**config.mk**
```make
export PLATFORM = sky130hd
export DESIGN_NAME = fwsr_host
export DESIGN_NICKNAME = d
export VERILOG_FILES = /design/src/logic/fwsr_pkg.sv /design/src/logic/fwsr_host.sv /design/src/logic/fwsr_bus_cycle.sv
export SDC_FILE = /design/constraint.sdc
export NUM_CORES = 1
export LEC_CHECK = 0
export BUFFER_PORTS_ARGS = -buffer_cell sky130_fd_sc_hd__buf_2
export CORE_AREA = 8 8 145 147
export CTS_BUF_LIST = sky130_fd_sc_hd__clkbuf_2 sky130_fd_sc_hd__clkbuf_4 sky130_fd_sc_hd__clkbuf_8
export CTS_CLUSTER_DIAMETER = 60
export CTS_CLUSTER_SIZE = 10
export DETAILED_ROUTE_END_ITERATION = 8
export DIE_AREA = 0 0 153 155
export PLACE_DENSITY = 0.72
export SETUP_SLACK_MARGIN = 0.02
export SYNTH_ARGS = -nofsm -noshare
export SYNTH_HDL_FRONTEND = slang
export SYNTH_SLANG_ARGS = --single-unit
```
**constraint.sdc**
```tcl
create_clock -name sys_clk -period 2.2 [get_ports sys_clk]
set_input_delay 0.44 -clock sys_clk [delete_from_list [all_inputs] [get_ports sys_clk]]
set_output_delay 0.44 -clock sys_clk [all_outputs]
set_load 0.05 [all_outputs]
```
**src/logic/fwsr_pkg.sv**
```systemverilog
// package for the flash write-status host controller
package fwsr_pkg;
  // ------------------------------------------------------------
  // status bit positions on the flash data bus
  // ------------------------------------------------------------
  localparam int POS_BUF_ABORT   = 1;
  localparam int POS_ERASE_TOG   = 2;
  localparam int POS_ERASE_TIMER = 3;
  localparam int POS_TIMEOUT     = 5;
  localparam int POS_OP_TOG      = 6;
  localparam int POS_POLL        = 7;
  // ------------------------------------------------------------
  // host registers (word index on the plain port)
  // ------------------------------------------------------------
  localparam logic [3:0] REG_CTRL   = 4'h0;
  localparam logic [3:0] REG_ADDR   = 4'h1;
  localparam logic [3:0] REG_WDATA  = 4'h2;
  localparam logic [3:0] REG_STATUS = 4'h3;
  localparam logic [3:0] REG_RDATA  = 4'h4;
  // ctrl write: bit0 write cycle, bit1 read cycle, bit2 toggle poll,
  // bit3 reset cmd, bit4 buffer-abort reset, bit5 timer check
  localparam int CTRL_WR     = 0;
  localparam int CTRL_RD     = 1;
  localparam int CTRL_POLL   = 2;
  localparam int CTRL_RST    = 3;
  localparam int CTRL_ABRST  = 4;
  localparam int CTRL_TIMER  = 5;
  // ------------------------------------------------------------
  // command encodings (plain defaults, set per part)
  // ------------------------------------------------------------
  localparam logic [15:0] CMD_RESET  = 16'h00f0;
  localparam logic [15:0] CMD_UNLK1  = 16'h00aa;
  localparam logic [15:0] CMD_UNLK2  = 16'h0055;
  localparam logic [15:0] CMD_ABRST  = 16'h00f0;
  localparam logic [23:0] ADR_UNLK1  = 24'h000555;
  localparam logic [23:0] ADR_UNLK2  = 24'h0002aa;
  // ------------------------------------------------------------
  // timing
  // ------------------------------------------------------------
  localparam int CLK_MHZ        = 20;
  localparam int CYC_NS         = 50;
  localparam int BUS_PHASE_NS   = 100;
  localparam int BUS_PHASE_CYC  = (BUS_PHASE_NS + CYC_NS - 1) / CYC_NS;
  localparam int ERASE_GAP_US   = 50;
  localparam int ERASE_GAP_CYC  = ERASE_GAP_US * CLK_MHZ;
  // result codes
  localparam logic [1:0] RES_NONE = 2'h0;
  localparam logic [1:0] RES_OK   = 2'h1;
  localparam logic [1:0] RES_FAIL = 2'h2;
  localparam logic [1:0] RES_ABRT = 2'h3;

  typedef enum logic [3:0] {
    ST_IDLE  = 4'b0000,
    ST_CYC   = 4'b0001,
    ST_RD1   = 4'b0011,
    ST_RD2   = 4'b0010,
    ST_EVAL  = 4'b0110,
    ST_RECHK = 4'b0111,
    ST_RST   = 4'b0101,
    ST_DONE  = 4'b0100
  } fwsr_state_t;
endpackage

```
**src/logic/fwsr_host.sv**
```systemverilog
// host controller that issues cycles to a nor flash and polls its status
`timescale 1ns/1ps
module fwsr_host
  import fwsr_pkg::*;
#(
  parameter int AW = 24,
  parameter int DW = 16
) (
  input  wire logic          sys_clk,
  input  wire logic          rst_n,
  input  wire logic [3:0]    reg_addr,
  input  wire logic [31:0]   reg_wdata,
  input  wire logic          reg_wr,
  input  wire logic          reg_rd,
  output logic [31:0]        reg_rdata,
  output logic [AW-1:0]      flash_addr,
  output logic               chip_select_n,
  output logic               output_strobe_n,
  output logic               write_strobe_n,
  output logic [DW-1:0]      dq_out,
  output logic               dq_oe,
  input  wire logic [DW-1:0] dq_in,
  input  wire logic          ready_busy_n
);
  if (DW < 8 || AW < 12) begin : bad_width
    $error("bus too narrow for status bits");
  end

  // ------------------------------------------------------------
  // host registers
  // ------------------------------------------------------------
  logic [AW-1:0] op_addr;
  logic [DW-1:0] op_data;
  logic [DW-1:0] last_data;
  logic [1:0]    result;
  logic          busy;
  logic          timer_seen;
  logic          gap_open;
  logic          rb_m;
  logic          rb_s;
  logic          go_wr;
  logic          go_rd;
  logic          go_poll;
  logic          go_rst;
  logic          go_abrst;
  logic          go_timer;

  // ready_busy_n is an open-drain pin outside our clock
  always_ff @(posedge sys_clk) begin
    rb_m <= ready_busy_n;
    rb_s <= rb_m;
  end

  always_comb begin
    go_wr    = reg_wr && reg_addr == REG_CTRL && reg_wdata[CTRL_WR];
    go_rd    = reg_wr && reg_addr == REG_CTRL && reg_wdata[CTRL_RD];
    go_poll  = reg_wr && reg_addr == REG_CTRL && reg_wdata[CTRL_POLL];
    go_rst   = reg_wr && reg_addr == REG_CTRL && reg_wdata[CTRL_RST];
    go_abrst = reg_wr && reg_addr == REG_CTRL && reg_wdata[CTRL_ABRST];
    go_timer = reg_wr && reg_addr == REG_CTRL && reg_wdata[CTRL_TIMER];
  end

  always_ff @(posedge sys_clk) begin
    if (!rst_n) begin
      op_addr <= '0;
      op_data <= '0;
    end else if (reg_wr && !busy) begin
      // status reads use the address software loads here: the programmed
      // location, the last buffer location, or a sector being erased
      if (reg_addr == REG_ADDR) op_addr <= reg_wdata[AW-1:0];
      if (reg_addr == REG_WDATA) op_data <= reg_wdata[DW-1:0];
    end
  end

  always_ff @(posedge sys_clk) begin
    if (!rst_n) begin
      reg_rdata <= 32'h0000_0000;
    end else if (reg_rd) begin
      case (reg_addr)
        REG_ADDR:   reg_rdata <= 32'(op_addr);
        REG_WDATA:  reg_rdata <= 32'(op_data);
        REG_RDATA:  reg_rdata <= 32'(last_data);
        REG_STATUS: reg_rdata <= {26'h0, gap_open, timer_seen, !rb_s,
                                  result, busy};
        default:    reg_rdata <= 32'h0000_0000;
      endcase
    end else begin
      reg_rdata <= 32'h0000_0000;
    end
  end

  // ------------------------------------------------------------
  // sequencer
  // ------------------------------------------------------------
  fwsr_state_t   state;
  logic          cyc_start;
  logic          cyc_write;
  logic [AW-1:0] cyc_addr;
  logic [DW-1:0] cyc_wdata;
  logic          cyc_done;
  logic [DW-1:0] cyc_rdata;
  logic [DW-1:0] first_rd;
  logic [1:0]    seq_idx;
  logic [1:0]    seq_len;
  logic          poll_mode;
  logic          abort_rst;
  logic          rechecked;
  logic          tog_same;

  always_comb begin
    tog_same = cyc_rdata[POS_OP_TOG] == first_rd[POS_OP_TOG];
  end

  // ------------------------------------------------------------
  // erase spacing
  // ------------------------------------------------------------
  // software may skip the erase timer check only while its sector erase
  // writes stay inside the gap window; this status bit tells it so
  localparam int GAP_W = $clog2(ERASE_GAP_CYC + 1);
  logic [GAP_W-1:0] wr_gap;

  always_ff @(posedge sys_clk) begin
    if (!rst_n) begin
      wr_gap <= GAP_W'(ERASE_GAP_CYC);
    end else if (cyc_start && cyc_write) begin
      wr_gap <= '0;
    end else if (wr_gap != GAP_W'(ERASE_GAP_CYC)) begin
      wr_gap <= wr_gap + GAP_W'(1);
    end
  end

  always_comb begin
    gap_open = wr_gap != GAP_W'(ERASE_GAP_CYC);
  end

  always_ff @(posedge sys_clk) begin
    if (!rst_n) begin
      state      <= ST_IDLE;
      busy       <= 1'b0;
      result     <= RES_NONE;
      cyc_start  <= 1'b0;
      cyc_write  <= 1'b0;
      cyc_addr   <= '0;
      cyc_wdata  <= '0;
      first_rd   <= '0;
      last_data  <= '0;
      seq_idx    <= 2'h0;
      seq_len    <= 2'h0;
      poll_mode  <= 1'b0;
      abort_rst  <= 1'b0;
      rechecked  <= 1'b0;
      timer_seen <= 1'b0;
    end else begin
      cyc_start <= 1'b0;
      case (state)
        ST_IDLE: begin
          rechecked <= 1'b0;
          if (go_wr || go_rd || go_timer) begin
            busy      <= 1'b1;
            poll_mode <= 1'b0;
            cyc_write <= go_wr;
            cyc_addr  <= op_addr;
            cyc_wdata <= op_data;
            cyc_start <= 1'b1;
            state     <= ST_CYC;
          end else if (go_poll) begin
            // every poll begins afresh with a double read
            busy      <= 1'b1;
            poll_mode <= 1'b1;
            result    <= RES_NONE;
            cyc_write <= 1'b0;
            cyc_addr  <= op_addr;
            cyc_start <= 1'b1;
            state     <= ST_RD1;
          end else if (go_rst || go_abrst) begin
            busy      <= 1'b1;
            abort_rst <= go_abrst;
            seq_idx   <= 2'h0;
            seq_len   <= go_abrst ? 2'h2 : 2'h0;
            state     <= ST_RST;
          end
        end
        ST_CYC: begin
          if (cyc_done) begin
            if (!cyc_write) begin
              last_data  <= cyc_rdata;
              // high erase timer before/after an extra erase: software
              // compares two checks to spot a refused command
              timer_seen <= cyc_rdata[POS_ERASE_TIMER];
            end
            busy  <= 1'b0;
            state <= ST_IDLE;
          end
        end
        ST_RD1: begin
          if (cyc_done) begin
            first_rd  <= cyc_rdata;
            cyc_start <= 1'b1;
            state     <= ST_RD2;
          end
        end
        ST_RD2: begin
          if (cyc_done) begin
            last_data <= cyc_rdata;
            state     <= ST_EVAL;
          end
        end
        ST_EVAL: begin
          first_rd <= last_data;
          if (last_data[POS_OP_TOG] == first_rd[POS_OP_TOG]) begin
            result <= RES_OK;
            state  <= ST_DONE;
          end else if (last_data[POS_BUF_ABORT]) begin
            result    <= RES_ABRT;
            abort_rst <= 1'b1;
            seq_idx   <= 2'h0;
            seq_len   <= 2'h2;
            state     <= ST_RST;
          end else if (last_data[POS_TIMEOUT]) begin
            // toggle may stop just as timeout rises, so read once more
            cyc_start <= 1'b1;
            rechecked <= 1'b1;
            state     <= ST_RECHK;
          end else begin
            cyc_start <= 1'b1;
            state     <= ST_RD2;
          end
        end
        ST_RECHK: begin
          if (cyc_done) begin
            last_data <= cyc_rdata;
            if (tog_same) begin
              result <= RES_OK;
              state  <= ST_DONE;
            end else begin
              result    <= RES_FAIL;
              abort_rst <= 1'b0;
              seq_idx   <= 2'h0;
              seq_len   <= 2'h0;
              state     <= ST_RST;
            end
          end
        end
        ST_RST: begin
          // abort reset: two unlock cycles then the reset command
          if (!cyc_start && (seq_idx == 2'h0 || cyc_done)) begin
            if (seq_idx > seq_len) begin
              state <= poll_mode ? ST_DONE : ST_IDLE;
              busy  <= poll_mode;
            end else begin
              cyc_write <= 1'b1;
              cyc_start <= 1'b1;
              seq_idx   <= seq_idx + 2'h1;
              if (seq_idx < seq_len) begin
                cyc_addr  <= AW'(seq_idx == 2'h0 ? ADR_UNLK1 : ADR_UNLK2);
                cyc_wdata <= DW'(seq_idx == 2'h0 ? CMD_UNLK1 : CMD_UNLK2);
              end else begin
                cyc_addr  <= '0;
                cyc_wdata <= abort_rst ? DW'(CMD_ABRST) : DW'(CMD_RESET);
              end
            end
          end
        end
        ST_DONE: begin
          busy      <= 1'b0;
          poll_mode <= 1'b0;
          state     <= ST_IDLE;
        end
        default: begin
          state <= ST_IDLE;
          busy  <= 1'b0;
        end
      endcase
    end
  end

  fwsr_bus_cycle #(
    .AW    (AW),
    .DW    (DW),
    .PHASE (BUS_PHASE_CYC)
  ) u_cycle (
    .sys_clk         (sys_clk),
    .rst_n           (rst_n),
    .start           (cyc_start),
    .is_write        (cyc_write),
    .addr            (cyc_addr),
    .wdata           (cyc_wdata),
    .done            (cyc_done),
    .rdata           (cyc_rdata),
    .flash_addr      (flash_addr),
    .chip_select_n   (chip_select_n),
    .output_strobe_n (output_strobe_n),
    .write_strobe_n  (write_strobe_n),
    .dq_out          (dq_out),
    .dq_oe           (dq_oe),
    .dq_in           (dq_in)
  );
endmodule

```
**src/logic/fwsr_bus_cycle.sv**
```systemverilog
// one asynchronous flash bus cycle: address, strobes, data sampling
`timescale 1ns/1ps
module fwsr_bus_cycle
  import fwsr_pkg::*;
#(
  parameter int AW    = 24,
  parameter int DW    = 16,
  parameter int PHASE = BUS_PHASE_CYC
) (
  input  wire logic          sys_clk,
  input  wire logic          rst_n,
  input  wire logic          start,
  input  wire logic          is_write,
  input  wire logic [AW-1:0] addr,
  input  wire logic [DW-1:0] wdata,
  output logic               done,
  output logic [DW-1:0]      rdata,
  output logic [AW-1:0]      flash_addr,
  output logic               chip_select_n,
  output logic               output_strobe_n,
  output logic               write_strobe_n,
  output logic [DW-1:0]      dq_out,
  output logic               dq_oe,
  input  wire logic [DW-1:0] dq_in
);
  // the cycle counter is eight bits wide and runs to PHASE + 4
  if (PHASE < 1 || PHASE > 250) begin : bad_phase
    $error("phase must be 1 to 250 cycles");
  end

  logic [DW-1:0] dq_m;
  logic [DW-1:0] dq_s;
  logic [7:0]    cnt;
  logic          busy;
  logic          wr;

  // two flops: dq comes from an unclocked pin
  always_ff @(posedge sys_clk) begin
    dq_m <= dq_in;
    dq_s <= dq_m;
  end

  always_ff @(posedge sys_clk) begin
    if (!rst_n) begin
      busy            <= 1'b0;
      cnt             <= 8'h00;
      wr              <= 1'b0;
      done            <= 1'b0;
      rdata           <= '0;
      flash_addr      <= '0;
      dq_out          <= '0;
      dq_oe           <= 1'b0;
      chip_select_n   <= 1'b1;
      output_strobe_n <= 1'b1;
      write_strobe_n  <= 1'b1;
    end else begin
      done <= 1'b0;
      if (start && !busy) begin
        busy            <= 1'b1;
        cnt             <= 8'h00;
        wr              <= is_write;
        flash_addr      <= addr;
        dq_out          <= wdata;
        dq_oe           <= is_write;
        chip_select_n   <= 1'b0;
        output_strobe_n <= is_write;
        write_strobe_n  <= !is_write;
      end else if (busy) begin
        cnt <= cnt + 8'h01;
        // extra cycles cover the two-flop delay on read data
        if (cnt == 8'(PHASE + 2)) begin
          if (!wr) begin
            rdata <= dq_s;
          end
          chip_select_n   <= 1'b1;
          output_strobe_n <= 1'b1;
          write_strobe_n  <= 1'b1;
        end else if (cnt == 8'(PHASE + 3)) begin
          dq_oe <= 1'b0;
          busy  <= 1'b0;
          done  <= 1'b1;
        end
      end
    end
  end
endmodule

```
==> impl_metrics.toml, run 1 <==
[run_status]
run_status = "complete, no violations"

[worst_hold_path]
hp-class = "input port to flop"

[placed_design]
place.gp.congestion = 0.903
dp_hpwl_um = 16100
dp_cells = 1405
portBuffers = 116
dp_slack_ns = -0.183

[floorplan]
dieArea_sq_um = 23700
ios = 133
core_area_sq_um = 19000
row_count = 51
start_util_pct = 49.1
die_w_um = 153
die_y_um = 155

[clock_network]
clk_latency_ns = 0.56
cts_root_buf = "clkbuf_8"
cts_tree = "yes"
cts.path.max_buffers = 3
cts_buffers = 29
clk_pin_slew_ns = 0.08
cts.sinks = 249
cts_max_level = 1

[power_and_ir_drop]
power.density_nw_per_um2 = 746
cellLeakagePower_nw = 4.09
ir_worst_vdd_mv = 0.559

[sta]
setup_violations = 0
period_minus_slack_ns = 2.19
hold_viol_final = 0
fin_ws_ns = 0.0131
maxSlewHeadroom_pct = 51.5
slew_violations = 0
rsz0062_at_grt = "yes"
max_freq_mhz = 457
worstMarginPinSlew_ns = 0.727
fin_crit_sh_pct = 99.4
skew_ns = 0.0226

[drt]
dr_total_vias = 7792
drtPass1Iterations = 8
drc = 0
wl_um = 23200
wire_per_inst_um = 15.9
antenna_left = 0
detail_route.iter0.violations = 666
via_per_inst = 5.33

[setup_path]
critical-path-max-stage-delay_ns = 0.59
worstPathArrival_ns = 2.60
worstPathMaxFanout = 32
crit_chain = "inv_1 -> ha_1 -> nor2b_1 -> o2111ai_2 -> a21oi_2 -> buf_12 -> o2111ai_1 -> o21ai_0"
cp_slowest_cell = "o2111ai_2"
cp.required_ns = 2.61
setup.worst_path.end_class = "flop"
crit_type = "flop to flop"
start_kind = "flop"

[global_route]
grt_use_total_pct = 19.1
antenna_found_initial = 1
grt_pass1_vias = 7402
grt.overflow.total = 0
grt_max_degree = 46
grt_first_pass_wirelength_um = 37600

[cells_and_area]
drive_above_1_share_pct = 19.3
layout_commonest_cell = "nand2_1"
multi_input_area_sq_um = 4010
num-fill-cells = 1704
stdcell_count = 1461
syn_to_final_growth_pct = 18.4
seq_area_sq_um = 4980
fin_nets = 1284
mostFrequentLayoutCells = "281 x nand2_1, 249 x dfxtp_1, 147 x a21oi_1"

[run]
maxCapViolations = 0

[synth]
synth_cell_types = 62
synth-seq-cells = 249
syn_area_per_cell_sq_um = 8.68
synth_edf_count = 0
async_flop_share_pct = 0
synth_ff_type = "dfxtp_1"
yosysSeqAreaShare_pct = 53.5
syn-instance-count = 1073
syn_area_sq_um = 9310
ys.warnings.count = 0
power by group:
| group | total [mW] | leakage (nW) | internal, mW | switching [mW] |
|---|---|---|---|---|
| sequential | 4.68 | 2.02 | 4.60 | 0.0719 |
| clock | 2.69 | 0.214 | 1.20 | 1.49 |
| combinational | 0.856 | 1.86 | 0.352 | 0.504 |
| total | 8.22 | 4.09 | 6.16 | 2.07 |
flip-flops by register name, summed over array words and instances (netlist names), 2 cells and up:
signal and cells:
wr_gap 10, op_addr 24, u_cycle.dq_s 16, cyc_addr 24
u_cycle.cnt 8, u_cycle.dq_out 16, reg_rdata 24, u_cycle.flash_addr 24
state 3, op_data 16, seq_idx 2, result 2
last_data 16, cyc_wdata 16, u_cycle.rdata 16, u_cycle.dq_m 16
synthesized netlist by cell type, types with 9 or more instances:
library cell,n,area (sq um)
a211oi_1,16,120
a21oi_1,147,736
a222oi_1,16,160
and2_1,11,68.8
buf_2,20,100
buf_4,10,75.1
clkbuf_1,54,203
dfxtp_1,249,4980
mux2i_1,9,90.1
nand2_1,281,1050
nand3_1,15,75.1
nand4_1,26,163
nor2_1,56,210
o21ai_0,37,185
xor2_1,11,96.3
final cells by class:
cell class	count	share of cell area [%]
Clock inverter	3	0.204
Inverter	8	0.295
Antenna cell	1	0.0227
Timing Repair Buffer	192	11.5
Sequential cell	249	45.2
Tap cell	238	2.70
Multi-Input combinational cell	740	36.3
Clock buffer	30	3.69
worst max-delay path, delay by kind of cell, from the launching register on:
| kind | cells | cell delay [ns] |
|---|---|---|
| AO/OA/AOI/OAI | 4 | 1.01 |
| adder cells (fa/ha/maj) | 1 | 0.27 |
| AND/OR/NAND/NOR | 1 | 0.15 |
| flip-flops | 1 | 0.33 |
| buffers and inverters | 2 | 0.27 |
routing by layer:
metal / global-route usage (%) / vias to the layer above / wire (um)
met2: 30.5 / 218 / 10400
met4: 6.79 / 0 / 784
met3: 3.61 / 51 / 1390
li1: - / 3960 / -
met1: 25.4 / 3563 / 10600
met5: 0 / - / 0
metrics by stage:
step,utilization (%),hold slack (ns),area [sq um],setup TNS (ns),power [mW]
5_1_grt,58.2,0.0954,11000,-0.348,8.57
3_5_place_dp,54.5,0.312,10300,-3.68,5.57
6_report,58.2,0.121,11000,0,8.22
2_1_floorplan,-,0.310,9340,0,5.30
3_3_place_gp,54.5,0.311,10300,-2.94,5.56
4_1_cts,57.9,0.0907,11000,0,8.27
worst paths after layout:
kind                      startpoint                         to  slack [ns]  cells after the start
max          seq_idx[1]$_SDFFE_PN0P_  cyc_wdata[6]$_SDFFE_PN0P_        0.01                      8
min                    reg_wdata[10]   op_addr[10]$_SDFFE_PN0P_        0.12                      3
max reg2reg  seq_idx[1]$_SDFFE_PN0P_  cyc_wdata[6]$_SDFFE_PN0P_        0.01                      8
min reg2reg  u_cycle.dq_m[0]$_DFF_P_    u_cycle.dq_s[0]$_DFF_P_        0.32                      0
repair_timing:
| item | 4_1_cts | 5_1_grt |
|---|---|---|
| hold buffers | 17 | 0 |
| setup buffers | 0 | 2 |
| pin swaps | 1 | 4 |
| endpoints found under the hold margin | 17 | 0 |
| resized for setup | 2 | 3 |
| endpoints found under the setup margin | 25 | 27 |
| cloned | 2 | 1 |
kinds of logic after synthesis:
| logic type | synth area share, % |
|---|---|
| buf+inv | 4.46 |
| xor+xnor | 1.69 |
| other cells | 0.0403 |
| flops | 53.5 |
| mux | 1.09 |
| compound gates | 16.5 |
| simple gates | 21.7 |
| fa+ha+maj | 0.941 |
Note: power is estimated with default switching activity, not from simulation.
==> inputs of run 2 (changes only) <==
--- a/config.mk
+++ b/config.mk
@@ -6,14 +6,15 @@
 export NUM_CORES = 1
 export LEC_CHECK = 0
 export BUFFER_PORTS_ARGS = -buffer_cell sky130_fd_sc_hd__buf_2
-export CORE_AREA = 8 8 145 147
+export CORE_AREA = 8 8 146 148
 export CTS_BUF_LIST = sky130_fd_sc_hd__clkbuf_2 sky130_fd_sc_hd__clkbuf_4 sky130_fd_sc_hd__clkbuf_8
 export CTS_CLUSTER_DIAMETER = 60
 export CTS_CLUSTER_SIZE = 10
 export DETAILED_ROUTE_END_ITERATION = 8
-export DIE_AREA = 0 0 153 155
+export DIE_AREA = 0 0 154 156
 export PLACE_DENSITY = 0.72
 export SETUP_SLACK_MARGIN = 0.02
 export SYNTH_ARGS = -nofsm -noshare
 export SYNTH_HDL_FRONTEND = slang
+export SYNTH_HIERARCHICAL = 1
 export SYNTH_SLANG_ARGS = --single-unit
==> run 2 against run 1 <==
- sequential power increased by 0.9%
- utilization decreased by 1.1 points
- global-route usage decreased by 0.98 points
- clock power decreased by 3%
- sequential share of layout area increased by 0.52 points
- area after synthesis increased by 1.5%
- sequential cell count unchanged
- largest power group unchanged
==> impl_metrics.toml, run 2 <==
[run_status]
run_status = "complete, no violations"

[cells_and_area]
drive_above_1_share_pct = 17.4
syn_to_final_growth_pct = 15.3
layout_commonest_cell = "nand2_1"
num-fill-cells = 1712
mostFrequentLayoutCells = "291 x nand2_1, 249 x dfxtp_1, 116 x buf_2"
post-route-util_pct = 57.1
fin_nets = 1258

[clock_network]
cts_tree = "yes"
clk_latency_ns = 0.55
cts.sinks = 249
cts_max_level = 1
cts_root_buf = "clkbuf_8"
cts_buffers = 28
clk_pin_slew_ns = 0.07
cts.path.max_buffers = 3
cts_resized = 0

[synth]
yosys-top-cells-count = "291 x nand2_1, 249 x dfxtp_1, 105 x a21oi_1, 54 x nor2_1, 47 x clkbuf_1"
synth-seq-cells = 249
synth_cell_types = 63
syn_area_per_cell_sq_um = 8.87
synth_ff_type = "dfxtp_1"
yosysSeqAreaShare_pct = 52.8
async_flop_share_pct = 0
synth_edf_count = 0
syn_area_sq_um = 9450
yosysMostFrequentCell = "nand2_1"
syn-instance-count = 1065
synth_top_area_cell = "dfxtp_1"
netlist.area_leader.share_pct = 52.8
yosys-top-cells-area = "dfxtp_1 53%, nand2_1 12%, a21oi_1 5.6%"
ys.warnings.count = 6

[worst_hold_path]
hp-class = "input port to flop"
min_from = "reg_wdata[19]"

[drt]
antenna_left = 0
dr_total_vias = 7615
via_per_inst = 5.31
wire_per_inst_um = 15.7
drtPass1Iterations = 8
drc = 0
wl_um = 22600
detail_route.iter0.violations = 660

[sta]
fin_ws_ns = 0.194
hold_ws_ns = 0.135
maxSlewHeadroom_pct = 59.8
fin_crit_sh_pct = 91.2
rsz0062_at_grt = "no"
period_minus_slack_ns = 2.01
finalSetupTns_ns = 0
hold_viol_final = 0
setup_violations = 0
slew_violations = 0
max_freq_mhz = 498
skew_ns = 0.0165
worstMarginPinSlew_ns = 0.602

[global_route]
grt_max_degree = 56
grt_pass1_vias = 7179
antenna_found_initial = 2
grt_first_pass_wirelength_um = 36400
grt.overflow.total = 0
grt_use_total_pct = 18.1

[floorplan]
die_w_um = 154
ios = 133
dieArea_sq_um = 24000
row_count = 51
start_util_pct = 49.5
core_area_sq_um = 19100
die_y_um = 156

[power_and_ir_drop]
power.density_nw_per_um2 = 761
cellLeakagePower_nw = 4.08
power.total_mw = 8.29
ir_worst_vdd_mv = 0.646

[placed_design]
dp_slack_ns = 0.132
dp_hpwl_um = 16000
place.gp.congestion = 0.874
portBuffers = 116

[run]
maxCapViolations = 0

[setup_path]
setup.worst_path.end_class = "flop"
worstPathArrival_ns = 2.45
start_kind = "flop"
reg2reg_from = "seq_idx[1]$_SDFFE_PN0P_"
worstPathMaxFanout = 31
crit_start = "seq_idx[1]$_SDFFE_PN0P_"
cp.required_ns = 2.64
crit_type = "flop to flop"
-- run 2: cell count changes after synthesis, moves of 7 or more --
cell,change
buf_6,+7
o21ai_0,-24
a21boi_0,+41
nand3_1,+27
a211oi_1,-12
a21oi_1,-42
nand4_1,-20
nand2_1,+10
buf_2,-7
mux2i_1,+15
clkbuf_1,-7
or3_1,+7
a311oi_1,+9
-- run 2: what timing repair did --
item	4_1_cts	5_1_grt
buffers inserted	0	0
endpoints found under the hold margin	17	0
endpoints found under the setup margin	0	0
hold buffers	17	0
-- run 2: cells by family after synthesis --
kind of cell / after synthesis / share of synthesized area (%)
muxes: 25 / 2.66
AOI/OAI and AO/OA: 222 / 15.9
buffers and inverters: 90 / 4.63
and+or+nand+nor: 455 / 21.6
DFF: 249 / 52.8
adders and majority gates: 7 / 0.927
other: 1 / 0.0397
xor gates and xnor gates: 16 / 1.48
-- run 2: final cells by class --
class	instances	area (sq um)	share of cell area (%)
diodes	2	5.00	0.0459
clock buffers	30	407	3.73
inverters	13	48.8	0.448
multi-input cells	733	4060	37.2
flip-flops and latches	249	4980	45.8
well taps	238	298	2.73
repair buffers	169	1100	10.1
-- run 2: per-stage QoR --
stage	area, sq um	cells
2_1_floorplan	9480	1072
3_3_place_gp	10300	1385
3_5_place_dp	10300	1385
4_1_cts	10900	1432
5_1_grt	10900	1434
6_report	10900	1434
-- run 2: power breakdown --
part | switching, mW | leakage (nW) | internal [mW]
logic | 0.569 | 1.84 | 0.389
registers | 0.0957 | 2.02 | 4.62
clock network | 1.43 | 0.213 | 1.18
-- run 2: worst max-delay path, cell delays in order (launching register included) --
cell,delay (ns)
dfxtp_1,0.33
inv_1,0.06
ha_1,0.28
nand2b_1,0.07
a211oi_2,0.48
a31o_4,0.19
buf_12,0.18
nor2_1,0.05
a311oi_1,0.26
-- run 2: path summary, 6_finish.rpt --
kind	end	slack, ns	cells after the start
worst max-delay path	cyc_addr[6]$_SDFFE_PN0P_	0.19	8
worst min-delay path	op_addr[19]$_SDFFE_PN0P_	0.13	3
worst max register to register	cyc_addr[6]$_SDFFE_PN0P_	0.19	8
worst min register to register	u_cycle/dq_s[4]$_DFF_P_	0.32	0
-- run 2: metal layers --
layer	share of wire [%]	global-route usage, %
met3	7.7	3.91
met2	43	28.2
met4	1.8	4.67
met1	47	25.0
met5	0	0
==> inputs of run 3 (changes only) <==
--- a/config.mk
+++ b/config.mk
@@ -13,7 +13,7 @@
 export DETAILED_ROUTE_END_ITERATION = 8
 export DIE_AREA = 0 0 154 156
 export PLACE_DENSITY = 0.72
-export SETUP_SLACK_MARGIN = 0.02
+export SETUP_SLACK_MARGIN = 0.3
 export SYNTH_ARGS = -nofsm -noshare
 export SYNTH_HDL_FRONTEND = slang
 export SYNTH_HIERARCHICAL = 1
==> run 3 against run 2 <==
- worst setup slack gained 0.12 ns
- critical path depth fell by 1
- hold slack got worse by 0.0046 ns
- fmax increased by 6.6%
- via count grew 1.0%
- register-to-register slack gained 0.12 ns
- final cell count increased by 0.77%
- die area is the same
- largest cell class unchanged
==> impl_metrics.toml, run 3 (synthesis gave the netlist of run 2 again) <==
[sta]
slew_violations = 0
skew_ns = 0.0177
worstMarginPinSlew_ns = 0.606
maxSlewHeadroom_pct = 59.5
finalSetupTns_ns = 0
hold_viol_final = 0
fin_ws_ns = 0.318
setup_violations = 0
max_freq_mhz = 531
rsz0062_at_grt = "no"
fin_crit_sh_pct = 85.5
period_minus_slack_ns = 1.88

[worst_hold_path]
whs_path_depth = 3
hp-class = "input port to flop"
min_from = "reg_wdata[19]"
min_to = "op_addr[19]$_SDFFE_PN0P_"

[floorplan]
die_y_um = 156
core_area_sq_um = 19100
dieArea_sq_um = 24000
row_count = 51
ios = 133
start_util_pct = 49.5
die_w_um = 154

[run_status]
run_status = "complete, no violations"

[placed_design]
dp_hpwl_um = 16000
place.gp.congestion = 0.874
dp_slack_ns = 0.132
portBuffers = 116

[global_route]
grt_use_total_pct = 18.1
grt.overflow.total = 0
grt_first_pass_wirelength_um = 36500
grt_max_degree = 56
antenna_found_initial = 2
grt_pass1_vias = 7198

[setup_path]
critical-path-max-stage-delay_ns = 0.38
r2r_cells = 7
worstPathMaxFanout = 8
reg2reg_from = "seq_len[1]$_SDFFE_PN0P_"
start_kind = "flop"
r2r_setup_slack_ns = 0.32
cp_slowest_cell = "a211oi_4"
r2r-end = "cyc_addr[8]$_SDFFE_PN0P_"
setup.worst_path.end_class = "flop"
crit_chain = "ha_4 -> nand2b_4 -> a211oi_4 -> a31o_4 -> clkbuf_16 -> nor2_1 -> a311oi_1"
crit_type = "flop to flop"
worstPathArrival_ns = 2.33
cp.required_ns = 2.64

[clock_network]
cts.sinks = 249
cts_root_buf = "clkbuf_8"
cts_max_level = 1
cts.path.max_buffers = 3
cts_tree = "yes"
clk_pin_slew_ns = 0.07
cts_buffers = 28
clk_latency_ns = 0.55

[power_and_ir_drop]
power.density_nw_per_um2 = 762
cellLeakagePower_nw = 4.17
ir_worst_vdd_mv = 0.644

[drt]
drc = 0
antenna_left = 0
dr_total_vias = 7693
wire_per_inst_um = 16.0
detail_route.iter0.violations = 681
drtPass1Iterations = 7
via_per_inst = 5.32
wl_um = 23100

[cells_and_area]
layout_commonest_cell = "nand2_1"
syn_to_final_growth_pct = 17.7
num-fill-cells = 1683
mostFrequentLayoutCells = "291 x nand2_1, 247 x dfxtp_1, 116 x buf_2"
drive_above_1_share_pct = 19.2
fin_nets = 1269

[run]
maxCapViolations = 0
run 3: metal layers:
layer	track usage, %	vias up	wire [um]
li1	-	3863	-
met2	28.2	262	10200
met3	3.91	38	1810
met5	0	-	0
met1	25.1	3530	10700
met4	4.67	0	407
run 3: final cells by class:
class                           instances  area [sq um]  area share [%]
Sequential cell                       249          4990            44.8
Multi-Input combinational cell        733          4130            37.2
Timing Repair Buffer                  180          1240            11.2
Clock buffer                           30           407            3.66
Tap cell                              238           298            2.68
Inverter                               13          48.8           0.439
Antenna cell                            2          5.00          0.0450
run 3: worst max path at each step:
| stage | slack (ns) | depth (start not counted) | startpoint | endpoint |
|---|---|---|---|---|
| floorplan | 0.32 | 4 | u_cycle/cnt[3]$_SDFFE_PP0P_ | u_cycle/rdata[0]$_SDFFE_PN0P_ |
| global placement | 0.14 | 7 | reg_addr[3] | seq_idx[0]$_SDFFE_PN0P_ |
| detailed placement | 0.13 | 7 | reg_addr[3] | cyc_addr[10]$_SDFFE_PN0P_ |
| CTS | 0.27 | 7 | seq_idx[0]$_SDFFE_PN0P_ | cyc_wdata[13]$_SDFFE_PN0P_ |
| global route | 0.25 | 8 | seq_idx[1]$_SDFFE_PN0P_ | cyc_addr[8]$_SDFFE_PN0P_ |
| finish | 0.32 | 7 | seq_len[1]$_SDFFE_PN0P_ | cyc_addr[8]$_SDFFE_PN0P_ |
run 3: metrics by stage:
step,std cells,cell area [sq um],total power [mW],util [%],hold slack (ns)
5_1_grt,1445,11100,8.83,58.3,0.117
3_5_place_dp,1385,10300,5.74,54.0,0.312
6_report,1445,11100,8.47,58.3,0.130
2_1_floorplan,1072,9480,5.48,-,0.310
4_1_cts,1433,10900,8.37,57.2,0.109
3_3_place_gp,1385,10300,5.73,54.0,0.310
run 3: power breakdown:
group | total (mW) | switching, mW | internal [mW]
registers | 4.73 | 0.102 | 4.62
clock network | 2.62 | 1.44 | 1.18
logic | 1.13 | 0.621 | 0.507
total | 8.47 | 2.16 | 6.31
run 3: repair_timing:
item	CTS	global route
buffers inserted	1	7
hold buffers	17	0
endpoints found under the hold margin	17	0
cloned	0	3
pin swaps	1	9
gates resized for setup	2	14
endpoints found under the setup margin	41	45
run 3: critical path: cells and delay by family, from the launching register on:
kind / cells / cell delay [ns]
AOI/OAI and AO/OA: 3 / 0.85
DFF: 1 / 0.36
adders and majority gates: 1 / 0.29
buffers and inverters: 1 / 0.17
and+or+nand+nor: 2 / 0.10
